==> config.mk <==
export PLATFORM = sky130hd
export DESIGN_NAME = bcr_regs
export DESIGN_NICKNAME = d
export VERILOG_FILES = /design/src/bcr_regs.v /design/src/bcr_sec_tick.v /design/src/bcr_hold_timer.v
export VERILOG_INCLUDE_DIRS = /design/src
export SDC_FILE = /design/constraint.sdc
export NUM_CORES = 1
export LEC_CHECK = 0
export BUFFER_PORTS_ARGS = -buffer_cell sky130_fd_sc_hd__buf_2
export CORE_AREA = 2 2 171 173
export CTS_CLUSTER_SIZE = 40
export DETAILED_ROUTE_END_ITERATION = 12
export DIE_AREA = 0 0 173 175
export PLACE_DENSITY_LB_ADDON = 0.12
export SLEW_MARGIN = 20
export SYNTH_ARGS = -nofsm -noshare
export SYNTH_HDL_FRONTEND = slang
export SYNTH_SLANG_ARGS = --single-unit
export TNS_END_PERCENT = 50
==> constraint.sdc <==
create_clock -name sys_clk -period 2.8 [get_ports sys_clk]
set_input_delay 0.7 -clock sys_clk [delete_from_list [all_inputs] [get_ports sys_clk]]
set_output_delay 0.7 -clock sys_clk [all_outputs]
set_load 0.005 [all_outputs]
==> src/bcr_defs.vh <==
// Constants for the burner remote command register bank.
`ifndef BCR_DEFS_VH
`define BCR_DEFS_VH

// ----------------------------------------------------------------------------
// Register word addresses
// ----------------------------------------------------------------------------
`define BCR_ADDR_W              16
`define BCR_DATA_W              16
`define BCR_A_CTRL_SW_HI        16'h0050
`define BCR_A_CTRL_SW_LO        16'h0051
`define BCR_A_ANN_SW_HI         16'h0052
`define BCR_A_ANN_SW_LO         16'h0053
`define BCR_A_CMD_STATUS        16'h0054
`define BCR_A_FLAME_KIND        16'h0055
`define BCR_A_PURGE             16'h0056
`define BCR_A_DIAG_FIRST        16'h0057
`define BCR_A_DIAG_LAST         16'h0065
`define BCR_A_POST_PURGE        16'h0066
`define BCR_A_VALVE_MODE        16'h0067
`define BCR_A_VALVE_OPTION      16'h0068
`define BCR_A_VALVE_TIME        16'h0069
`define BCR_A_REMOTE_CMD        16'h007F

// ----------------------------------------------------------------------------
// Command and status bit positions
// ----------------------------------------------------------------------------
`define BCR_CMD_AUTO_BIT        0
`define BCR_CMD_OFF_BIT         1
`define BCR_CMD_HIGH_BIT        2
`define BCR_CMD_LOW_BIT         3
`define BCR_CMD_RESET_BIT       4
`define BCR_CMD_ECHO_BIT        15
`define BCR_CMD_ONEHOT_AUTO     8'h01
`define BCR_CMD_ONEHOT_OFF      8'h02
`define BCR_CMD_ONEHOT_HIGH     8'h04
`define BCR_CMD_ONEHOT_LOW      8'h08
`define BCR_CMD_ONEHOT_RESET    8'h10

// ----------------------------------------------------------------------------
// Hold modes and encodings
// ----------------------------------------------------------------------------
`define BCR_MODE_AUTO           2'h0
`define BCR_MODE_OFF            2'h1
`define BCR_MODE_HIGH           2'h2
`define BCR_MODE_LOW            2'h3
`define BCR_FLAME_STANDARD      2'h0
`define BCR_FLAME_UNKNOWN       2'h1
`define BCR_FLAME_SELFCHECK     2'h2
`define BCR_FLAME_SHUTTER       2'h3
`define BCR_VALVE_DISABLED      3'h0
`define BCR_VALVE_BEFORE        3'h1
`define BCR_VALVE_AFTER         3'h2
`define BCR_VALVE_BOTH          3'h3
`define BCR_VALVE_SPLIT         3'h4

// ----------------------------------------------------------------------------
// Reset values and timing
// ----------------------------------------------------------------------------
`define BCR_RST_WORD            16'h0000
`define BCR_CLK_PERIOD_NS       8
`define BCR_NS_PER_S            1000000000
`define BCR_SEC_CYCLES          (`BCR_NS_PER_S / `BCR_CLK_PERIOD_NS)
`define BCR_HOLD_LIMIT_S        8'h78
`define BCR_DIAG_WORDS          15

`endif

==> src/bcr_regs.v <==
// Register bank of the burner remote command gateway.
`timescale 1ns/10ps
`default_nettype none
`include "bcr_defs.vh"


module bcr_regs #(
  parameter [31:0] SEC_CYCLES = `BCR_SEC_CYCLES,
  parameter [7:0]  HOLD_S     = `BCR_HOLD_LIMIT_S,
  parameter integer DIAG_USED = `BCR_DIAG_WORDS
) (
  input  wire         sys_clk,
  input  wire         rst,
  input  wire         wr_en,
  input  wire [15:0]  wr_addr,
  input  wire [15:0]  wr_data,
  input  wire         rd_en,
  input  wire [15:0]  rd_addr,
  output reg  [15:0]  rd_data_reg,
  output reg          rd_valid_reg,
  input  wire [31:0]  controller_sw_version,
  input  wire [31:0]  annunciator_sw_version,
  input  wire [1:0]   flame_amplifier_kind,
  input  wire [15:0]  purge_duration,
  input  wire [239:0] terminal_diag_codes,
  input  wire [15:0]  post_purge_duration,
  input  wire [2:0]   valve_check_mode,
  input  wire [15:0]  valve_check_option,
  input  wire [15:0]  valve_check_duration,
  input  wire         reset_ack,
  output reg          hold_off_reg,
  output reg          force_high_reg,
  output reg          force_low_reg,
  output reg          reset_request_reg
);

  // --------------------------------------------------------------------------
  // Internal state
  // --------------------------------------------------------------------------
  reg  [15:0] remote_command_reg;
  reg  [1:0]  mode_reg;
  reg  [1:0]  mode_next;
  reg         echo_reg;
  reg         reset_pend_next;
  reg         cmd_valid;
  reg         refresh;
  reg  [15:0] rd_word;
  reg  [15:0] status_word;
  reg  [2:0]  valve_word;
  reg  [15:0] diag_index;
  reg  [15:0] diag_word;
  wire        cmd_write;
  wire        sec_tick;
  wire        hold_expired;

  assign cmd_write = wr_en && (wr_addr == `BCR_A_REMOTE_CMD);

  // --------------------------------------------------------------------------
  // Command decode
  // --------------------------------------------------------------------------
  always @* begin
    case (wr_data[7:0])
      `BCR_CMD_ONEHOT_AUTO,
      `BCR_CMD_ONEHOT_OFF,
      `BCR_CMD_ONEHOT_HIGH,
      `BCR_CMD_ONEHOT_LOW,
      `BCR_CMD_ONEHOT_RESET: begin
        cmd_valid = 1'b1;
      end
      default: begin
        cmd_valid = 1'b0;
      end
    endcase
  end

  always @* begin
    mode_next       = mode_reg;
    refresh         = 1'b0;
    reset_pend_next = reset_request_reg;
    if (reset_ack) begin
      reset_pend_next = 1'b0;
    end
    if (hold_expired) begin
      mode_next = `BCR_MODE_AUTO;
    end
    if (cmd_write && cmd_valid) begin
      if (wr_data[`BCR_CMD_AUTO_BIT]) begin
        mode_next = `BCR_MODE_AUTO;
      end
      if (wr_data[`BCR_CMD_OFF_BIT]) begin
        mode_next = `BCR_MODE_OFF;
        refresh   = 1'b1;
      end
      if (wr_data[`BCR_CMD_HIGH_BIT]) begin
        mode_next = `BCR_MODE_HIGH;
        refresh   = 1'b1;
      end
      if (wr_data[`BCR_CMD_LOW_BIT]) begin
        mode_next = `BCR_MODE_LOW;
        refresh   = 1'b1;
      end
      if (wr_data[`BCR_CMD_RESET_BIT]) begin
        reset_pend_next = 1'b1;
      end
    end
  end

  // --------------------------------------------------------------------------
  // Hold refresh supervision
  // --------------------------------------------------------------------------
  bcr_sec_tick #(
    .TICK_CYCLES (SEC_CYCLES)
  ) u_sec_tick (
    .sys_clk  (sys_clk),
    .rst      (rst),
    .restart  (refresh),
    .tick_reg (sec_tick)
  );

  bcr_hold_timer #(
    .LIMIT_S (HOLD_S)
  ) u_hold_timer (
    .sys_clk     (sys_clk),
    .rst         (rst),
    .restart     (refresh),
    .run         (mode_reg != `BCR_MODE_AUTO),
    .tick        (sec_tick),
    .expired_reg (hold_expired)
  );

  // --------------------------------------------------------------------------
  // Command state
  // --------------------------------------------------------------------------
  always @(posedge sys_clk or posedge rst) begin
    if (rst) begin
      remote_command_reg <= `BCR_RST_WORD;
      mode_reg           <= `BCR_MODE_AUTO;
      echo_reg           <= 1'b0;
      reset_request_reg  <= 1'b0;
      hold_off_reg       <= 1'b0;
      force_high_reg     <= 1'b0;
      force_low_reg      <= 1'b0;
    end else begin
      if (cmd_write) begin
        remote_command_reg <= wr_data;
        echo_reg           <= wr_data[`BCR_CMD_ECHO_BIT];
      end
      mode_reg          <= mode_next;
      reset_request_reg <= reset_pend_next;
      hold_off_reg      <= (mode_next == `BCR_MODE_OFF);
      force_high_reg    <= (mode_next == `BCR_MODE_HIGH);
      force_low_reg     <= (mode_next == `BCR_MODE_LOW);
    end
  end

  // --------------------------------------------------------------------------
  // Read path
  // --------------------------------------------------------------------------
  always @* begin
    status_word                     = 16'h0000;
    status_word[`BCR_CMD_OFF_BIT]   = hold_off_reg;
    status_word[`BCR_CMD_HIGH_BIT]  = force_high_reg;
    status_word[`BCR_CMD_LOW_BIT]   = force_low_reg;
    status_word[`BCR_CMD_RESET_BIT] = reset_request_reg;
    status_word[`BCR_CMD_ECHO_BIT]  = echo_reg;
  end

  always @* begin
    if (valve_check_mode > `BCR_VALVE_SPLIT) begin
      valve_word = `BCR_VALVE_DISABLED;
    end else begin
      valve_word = valve_check_mode;
    end
  end

  always @* begin
    diag_index = rd_addr - `BCR_A_DIAG_FIRST;
    diag_word  = 16'h0000;
    case (diag_index[3:0])
      4'h0: begin
        diag_word = terminal_diag_codes[15:0];
      end
      4'h1: begin
        diag_word = terminal_diag_codes[31:16];
      end
      4'h2: begin
        diag_word = terminal_diag_codes[47:32];
      end
      4'h3: begin
        diag_word = terminal_diag_codes[63:48];
      end
      4'h4: begin
        diag_word = terminal_diag_codes[79:64];
      end
      4'h5: begin
        diag_word = terminal_diag_codes[95:80];
      end
      4'h6: begin
        diag_word = terminal_diag_codes[111:96];
      end
      4'h7: begin
        diag_word = terminal_diag_codes[127:112];
      end
      4'h8: begin
        diag_word = terminal_diag_codes[143:128];
      end
      4'h9: begin
        diag_word = terminal_diag_codes[159:144];
      end
      4'hA: begin
        diag_word = terminal_diag_codes[175:160];
      end
      4'hB: begin
        diag_word = terminal_diag_codes[191:176];
      end
      4'hC: begin
        diag_word = terminal_diag_codes[207:192];
      end
      4'hD: begin
        diag_word = terminal_diag_codes[223:208];
      end
      4'hE: begin
        diag_word = terminal_diag_codes[239:224];
      end
      default: begin
        diag_word = 16'h0000;
      end
    endcase
  end

  always @* begin
    rd_word = 16'h0000;
    if (rd_addr >= `BCR_A_DIAG_FIRST && rd_addr <= `BCR_A_DIAG_LAST) begin
      if (diag_index < DIAG_USED) begin
        rd_word = diag_word;
      end
    end else begin
      case (rd_addr)
        `BCR_A_CTRL_SW_HI: begin
          rd_word = controller_sw_version[31:16];
        end
        `BCR_A_CTRL_SW_LO: begin
          rd_word = controller_sw_version[15:0];
        end
        `BCR_A_ANN_SW_HI: begin
          rd_word = annunciator_sw_version[31:16];
        end
        `BCR_A_ANN_SW_LO: begin
          rd_word = annunciator_sw_version[15:0];
        end
        `BCR_A_CMD_STATUS: begin
          rd_word = status_word;
        end
        `BCR_A_FLAME_KIND: begin
          rd_word = {14'h0000, flame_amplifier_kind};
        end
        `BCR_A_PURGE: begin
          rd_word = purge_duration;
        end
        `BCR_A_POST_PURGE: begin
          rd_word = post_purge_duration;
        end
        `BCR_A_VALVE_MODE: begin
          rd_word = {13'h0000, valve_word};
        end
        `BCR_A_VALVE_OPTION: begin
          rd_word = valve_check_option;
        end
        `BCR_A_VALVE_TIME: begin
          rd_word = valve_check_duration;
        end
        `BCR_A_REMOTE_CMD: begin
          rd_word = remote_command_reg;
        end
        default: begin
          rd_word = 16'h0000;
        end
      endcase
    end
  end

  always @(posedge sys_clk or posedge rst) begin
    if (rst) begin
      rd_data_reg  <= 16'h0000;
      rd_valid_reg <= 1'b0;
    end else begin
      rd_valid_reg <= rd_en;
      if (rd_en) begin
        rd_data_reg <= rd_word;
      end
    end
  end

endmodule // bcr_regs
`default_nettype wire

==> src/bcr_sec_tick.v <==
// One-second tick divider with restart.
`timescale 1ns/10ps
`default_nettype none
`include "bcr_defs.vh"

module bcr_sec_tick #(
  parameter [31:0] TICK_CYCLES = `BCR_SEC_CYCLES
) (
  input  wire sys_clk,
  input  wire rst,
  input  wire restart,
  output reg  tick_reg
);

  reg [31:0] count_reg;

  always @(posedge sys_clk or posedge rst) begin
    if (rst) begin
      count_reg <= 32'h00000000;
      tick_reg  <= 1'b0;
    end else if (restart) begin
      count_reg <= 32'h00000000;
      tick_reg  <= 1'b0;
    end else if (count_reg == TICK_CYCLES - 32'h00000001) begin
      count_reg <= 32'h00000000;
      tick_reg  <= 1'b1;
    end else begin
      count_reg <= count_reg + 32'h00000001;
      tick_reg  <= 1'b0;
    end
  end

endmodule // bcr_sec_tick
`default_nettype wire

==> src/bcr_hold_timer.v <==
// Seconds counter that flags an unrefreshed remote hold.
`timescale 1ns/10ps
`default_nettype none
`include "bcr_defs.vh"

module bcr_hold_timer #(
  parameter [7:0] LIMIT_S = `BCR_HOLD_LIMIT_S
) (
  input  wire sys_clk,
  input  wire rst,
  input  wire restart,
  input  wire run,
  input  wire tick,
  output reg  expired_reg
);

  reg [7:0] secs_reg;

  always @(posedge sys_clk or posedge rst) begin
    if (rst) begin
      secs_reg    <= 8'h00;
      expired_reg <= 1'b0;
    end else if (restart || !run) begin
      secs_reg    <= 8'h00;
      expired_reg <= 1'b0;
    end else if (tick) begin
      if (secs_reg == LIMIT_S - 8'h01) begin
        secs_reg    <= 8'h00;
        expired_reg <= 1'b1;
      end else begin
        secs_reg    <= secs_reg + 8'h01;
        expired_reg <= 1'b0;
      end
    end else begin
      expired_reg <= 1'b0;
    end
  end

endmodule // bcr_hold_timer
`default_nettype wire

Word-level counts from Yosys, hierarchy flattened
Index checks and enable logic that the tools add are counted.
{ "totals": {"rom_bits": 0, "in_bits": 426, "out_inout_bits": 21, "latchBits": 0, "n_memories": 0, "mem_bits_rw": 0, "register_bits": 82} }
{ "classes": {"shifts": 0, "muxes": 29, "n_addsub": 3, "n_mul": 0, "n_bitwise": 0, "eq_ne": 37, "order_cmp": 4, "div": 0, "reduce_logical": 9} }
{ "ops": {"columns": ["op", "count"], "rows": [
  ["$pmux W16 S15", 1],
  ["$eq A16 B7 Y1 const B", 13],
  ["$pmux W16 S12", 1],
  ["$mux W32", 2],
  ["$add A32 B1 Y32 const B", 1],
  ["$eq A32 B27 Y1 const B", 1],
  ["$mux W16", 2],
  ["$eq A4 B4 Y1 const B", 7],
  ["$mux W8", 3],
  ["$eq A4 B3 Y1 const B", 4],
  ["$ge A16 B7 Y1 const B", 1],
  ["$le A16 B7 Y1 const B", 1],
  ["$lt A16 B4 Y1 const B", 1],
  ["$sub A16 B7 Y16 const B", 1],
  ["$mux W1", 13],
  ["$mux W2", 6],
  ["$add A8 B1 Y8 const B", 1],
  ["$eq A4 B2 Y1 const B", 2],
  ["$eq A8 B1 Y1 const B", 1],
  ["$eq A8 B2 Y1 const B", 1],
  ["$eq A8 B3 Y1 const B", 1],
  ["$eq A8 B4 Y1 const B", 1],
  ["$eq A8 B5 Y1 const B", 1],
  ["$eq A8 B7 Y1 const B", 1],
  ["other kinds (11)", 15]
]} }

Depth between registers and ports, before layout
{ "depth": {"ltp_word": 7, "depth_mapped": 10, "ltp_nobuf": 7} }

Hierarchy
From an unflattened synthesis, not the netlist that was laid out.
{ "unflattened": {"hier_cells": 851, "hier_area_um2": 7428.4} }
{ "modules_own_cells": {"columns": ["module", "instances", "area_each_um2", "seq_area_each_um2", "cells_per_inst"], "rows": [
  ["bcr_regs", 1, 5068.6, 975.9, 619],
  ["bcr_sec_tick", 1, 1863.0, 825.8, 184],
  ["bcr_hold_timer", 1, 496.7, 225.2, 48]
]} }

Worst setup path before layout
No wires, ideal clock.
{ "synth_timing": {"path_type": "input to register", "startpoint": "in rd_addr[10]", "endpoint": "reg rd_data_reg[7]", "arrival_ps": 2490, "path_buffers": 3, "cell_stages": 9, "setup_ps": 82, "slack_ps": 227, "cell_sequence": "or4_4 buf_6 or2_1 buf_6 nor3_4 buf_6 a221oi_1 and3_1 a31oi_1"} }
{ "synth_via": {"elab_chain_len": 4} }
{ "synth_lines": {"columns": ["element", "line", "rtl"], "rows": [
  ["start: declaration", "bcr_regs.v:18", "input wire [15:0] rd_addr,"],
  ["$sub A16 B7 Y16 (no source line)", null, null],
  ["$lt A16 B4 Y1", "bcr_regs.v:234", "if (diag_index < DIAG_USED) begin"],
  ["$mux W16", "bcr_regs.v:234", null],
  ["$mux W16 (*)", "bcr_regs.v:233", "if (rd_addr >= `BCR_A_DIAG_FIRST && rd_addr <= `BCR_A_DIAG_LAST) begin"],
  ["end signal: assignment", "bcr_regs.v:289", "rd_data_reg <= rd_word;"],
  ["end: declaration", "bcr_regs.v:19", "output reg [15:0] rd_data_reg,"]
]} }
Every way passes the cells marked *; elsewhere a longest branch is shown, timed or not.
A chain may end at the register's enable or synchronous reset.

Final worst setup path
{ "layout_timing": {"startpoint": "in rd_addr[2]", "endpoint": "reg rd_data_reg[1]"} }
{ "layout_via": {"elab_chain_len": 5} }
{ "layout_lines": {"columns": ["element", "line"], "rows": [
  ["branches (longest 4 deep; another with $sub A16 B7 Y16)", null],
  ["$mux W16 (*)", "bcr_regs.v:233"]
]} }
Mark *: on every way between the ends.

==> impl_metrics.json <==
{
  "place_area_sq_mm": 0.01057,
  "core_sq_mm": 0.02839,
  "yosysUniqueCellTypes": 78,
  "finalHoldViolations": 0,
  "required_ns": 3.02,
  "r2r_setup_slack_ns": 0.84,
  "setup-violations-final": 0,
  "tns_ns": 0,
  "postCtsSetupBuffers": 0,
  "syn_area_sq_mm": 0.007033,
  "crit_buf_inv": 4,
  "crit_slowest_cell": "a222oi_1",
  "layout.nets": 1743,
  "gr-usage-all-layers": 0.2932,
  "cts_inserted_buffers": 9,
  "p_switching_mw": 1.005,
  "p_int_mw": 2.241,
  "worstReg2RegEnd": "u_sec_tick.count_reg[19]",
  "comb_power_share": 0.294,
  "finalClockSkew_ns": 0.01007,
  "synth-seq-area-share": 0.2882,
  "seq_power_share": 0.370,
  "worst-endpoint-arrival_ns": 2.82,
  "min_period_ns": 2.603,
  "routed_via_density": 5.493,
  "row_count": 62,
  "reg2reg_depth": 6,
  "routed_wl_mm": 45.70,
  "synth_largest_area_cell": "dfrtp_1",
  "p_leak_nw": 5.229,
  "synth-seq-cells": 81,
  "clock_path_buffers": 2,
  "synth-edff-count": 0,
  "io_pins": 447,
  "syn_to_final_growth_pct": 54.33,
  "first_global_vias": 9698,
  "cts_tree": "built",
  "overflow": 0,
  "rsz0062_at_grt": "no",
  "path_cells": "buf_2, buf_4, or4bb_1, nor4_4, buf_12, a222oi_1, inv_1, o32a_1",
  "drive_gt1_frac": 0.4860,
  "grt_pass1_wl_mm": 64.89,
  "drv_slew": 0,
  "syn_inst": 796,
  "die_width_microns": 173,
  "synthArstFlopShare": 1.000,
  "worstSkewPairLatency_ns": 0.34,
  "reg2reg_from": "u_sec_tick.count_reg[6]",
  "clkSinkCount": 81,
  "syn_area_per_cell_sq_um": 8.835,
  "synth_top_area_frac": 0.2882,
  "path_clk_slew_ns": 0.06,
  "synth_warnings": 0,
  "status": "complete, no violations",
  "peakVddDrop_mv": 0.1981,
  "clock-root-buffer": "clkbuf_16",
  "critPathKind": "in2reg",
  "swShare": 0.3097,
  "antenna_found_initial": 6,
  "grt_max_degree": 59,
  "largest_reg_flops": 32,
  "hpwl_mm": 39.17,
  "die_area_sq_mm": 0.03028,
  "post-route-drc-count": 0,
  "hp-class": "in2async",
  "fmax_ghz": 0.3841,
  "htree_levels": 3,
  "worst_pin_slew_ns": 0.7764,
  "p_per_area_mw_per_mm2": 299.1,
  "endpoint_kind": "flip-flop",
  "ant_nets": 0,
  "ys_top_cells_by_area": "dfrtp_1 (29%), mux2_2 (4.6%), a22o_1 (4.6%)",
  "syn-num-nets": 1224,
  "wl_per_cell_microns": 26.77,
  "die_y_microns": 175,
  "port_buffers": 446,
  "cp_slowest_stage_delay_ns": 0.72,
  "maxSlewHeadroom": 0.4824,
  "start_util": 0.2477,
  "place.gp.congestion": 0.9575,
  "crit_family": "compound AO/OA/AOI/OAI gates",
  "vias": 9377,
  "dr.pass1.iters": 6,
  "design_area_sq_mm": 0.01085,
  "dominantRegCellSynth": "dfrtp_1",
  "finalCritPeriodShare": 0.9298,
  "startpoint_type": "input port",
  "drt_first_iter_violations": 819,
  "cp_max_fo": 13,
  "p_clk_frac": 0.336,
  "drv_cap": 0
}
==> placed cells by master, fill, tap and decap left out, drive strengths merged, types with 10 or more instances in the layout <==
| master | count |
|---|---|
| a222oi | 11 |
| a22o | 37 |
| nand2 | 59 |
| xor2 | 26 |
| clkbuf | 11 |
| a31oi | 16 |
| a32o | 13 |
| inv | 10 |
| and3 | 19 |
| o21ai | 18 |
| a221oi | 32 |
| o32a | 10 |
| mux2i | 25 |
| a22oi | 43 |
| dfrtp | 81 |
| mux2 | 29 |
| a32oi | 16 |
| nor4 | 15 |
| a21oi | 12 |
| nand3 | 23 |
| nand4 | 19 |
| nor2 | 72 |
| nor3 | 32 |
| buf | 564 |
| nor2b | 14 |
==> layer usage <==
metal  vias to the layer above  global-route usage  wire (microns)
met3                        95             0.06158            3239
met2                       503              0.5288           22940
met1                      4533              0.3392           17610
met5                         -                   0              26
li1                       4242                   -               -
met4                         4              0.1137            1893
==> power groups by stage <==
stage	clock, mW	sequential (mW)	combinational [mW]
floorplan	0	1.22	0.322
global placement	0	1.22	0.961
detailed placement	0	1.22	0.950
CTS	1.12	1.20	0.954
global route	1.17	1.20	1.01
finish	1.09	1.20	0.954
==> cells in the mapped netlist, types with 19 or more instances <==
cell and n:
a22oi_1 43, nand3_1 23, a221oi_1 32, a22o_1 37, nand2_1 59, and3_1 19
clkbuf_1 27, nand4_1 19, dfrtp_1 81, nor3_1 26, nor2_1 72, xor2_1 26
mux2_2 29, mux2i_1 25
==> kinds of logic (layout without fill, tap and decap cells) <==
kind of cell	Yosys count	in the layout	synth area share
simple gates	304	304	0.2448
compound gates	251	251	0.2857
flops	81	81	0.2882
buf+inv	68	591	0.04501
mux	57	57	0.09162
xor+xnor	33	33	0.04110
fa+ha+maj	2	2	0.003558
other cells	0	4	0
==> worst register-to-register path, stage by stage (launching register included) <==
cell	delay, ns
dfrtp_1	0.44
nor4_1	0.35
nand4_1	0.14
nor3_1	0.39
o21bai_2	0.22
buf_12	0.21
nor2_1	0.08
==> area by class of cell <==
class,instances,area (sq um)
Clock buffer,11,232.7
Multi-Input combinational cell,647,4711
Tap cell,384,480.5
Antenna cell,4,10.01
Inverter,12,46.29
Sequential cell,81,2027
Fill cell,3108,17540
Timing Repair Buffer,564,3318
Clock inverter,4,28.78
==> stage by stage <==
step           worst slack [ns]  utilization  hold slack, ns  std cells  power, mW
6_report                 0.1966       0.3823          0.3596       1707      3.246
5_1_grt                  0.1120       0.3821          0.3872       1705      3.387
4_1_cts                  0.1133       0.3815          0.3626       1703      3.278
3_5_place_dp            -0.2342       0.3723          0.4968       1688      2.174
3_3_place_gp            -0.1782       0.3723          0.4840       1688      2.186
2_1_floorplan           0.01991            -          0.4627        796      1.542
==> what timing repair did <==
action | 4_1_cts | 5_1_grt
gates resized for setup | 0 | 2
hold buffers | 0 | 0
setup endpoints to repair | 0 | 2
==> how the worst max path moves through the flow <==
stage,slack [ns],to,depth (start not counted),start
after CTS,0.11,rd_data_reg[3],9,rd_addr[10]
final,0.20,rd_data_reg[1],8,rd_addr[2]
after global placement,-0.18,rd_data_reg[11],9,rd_addr[1]
after detailed placement,-0.23,rd_data_reg[3],9,rd_addr[10]
after global routing,0.11,rd_data_reg[12],10,rd_addr[1]
after floorplan,0.02,force_high_reg,1,rst
No activity file was read; power rests on OpenSTA's default activity.
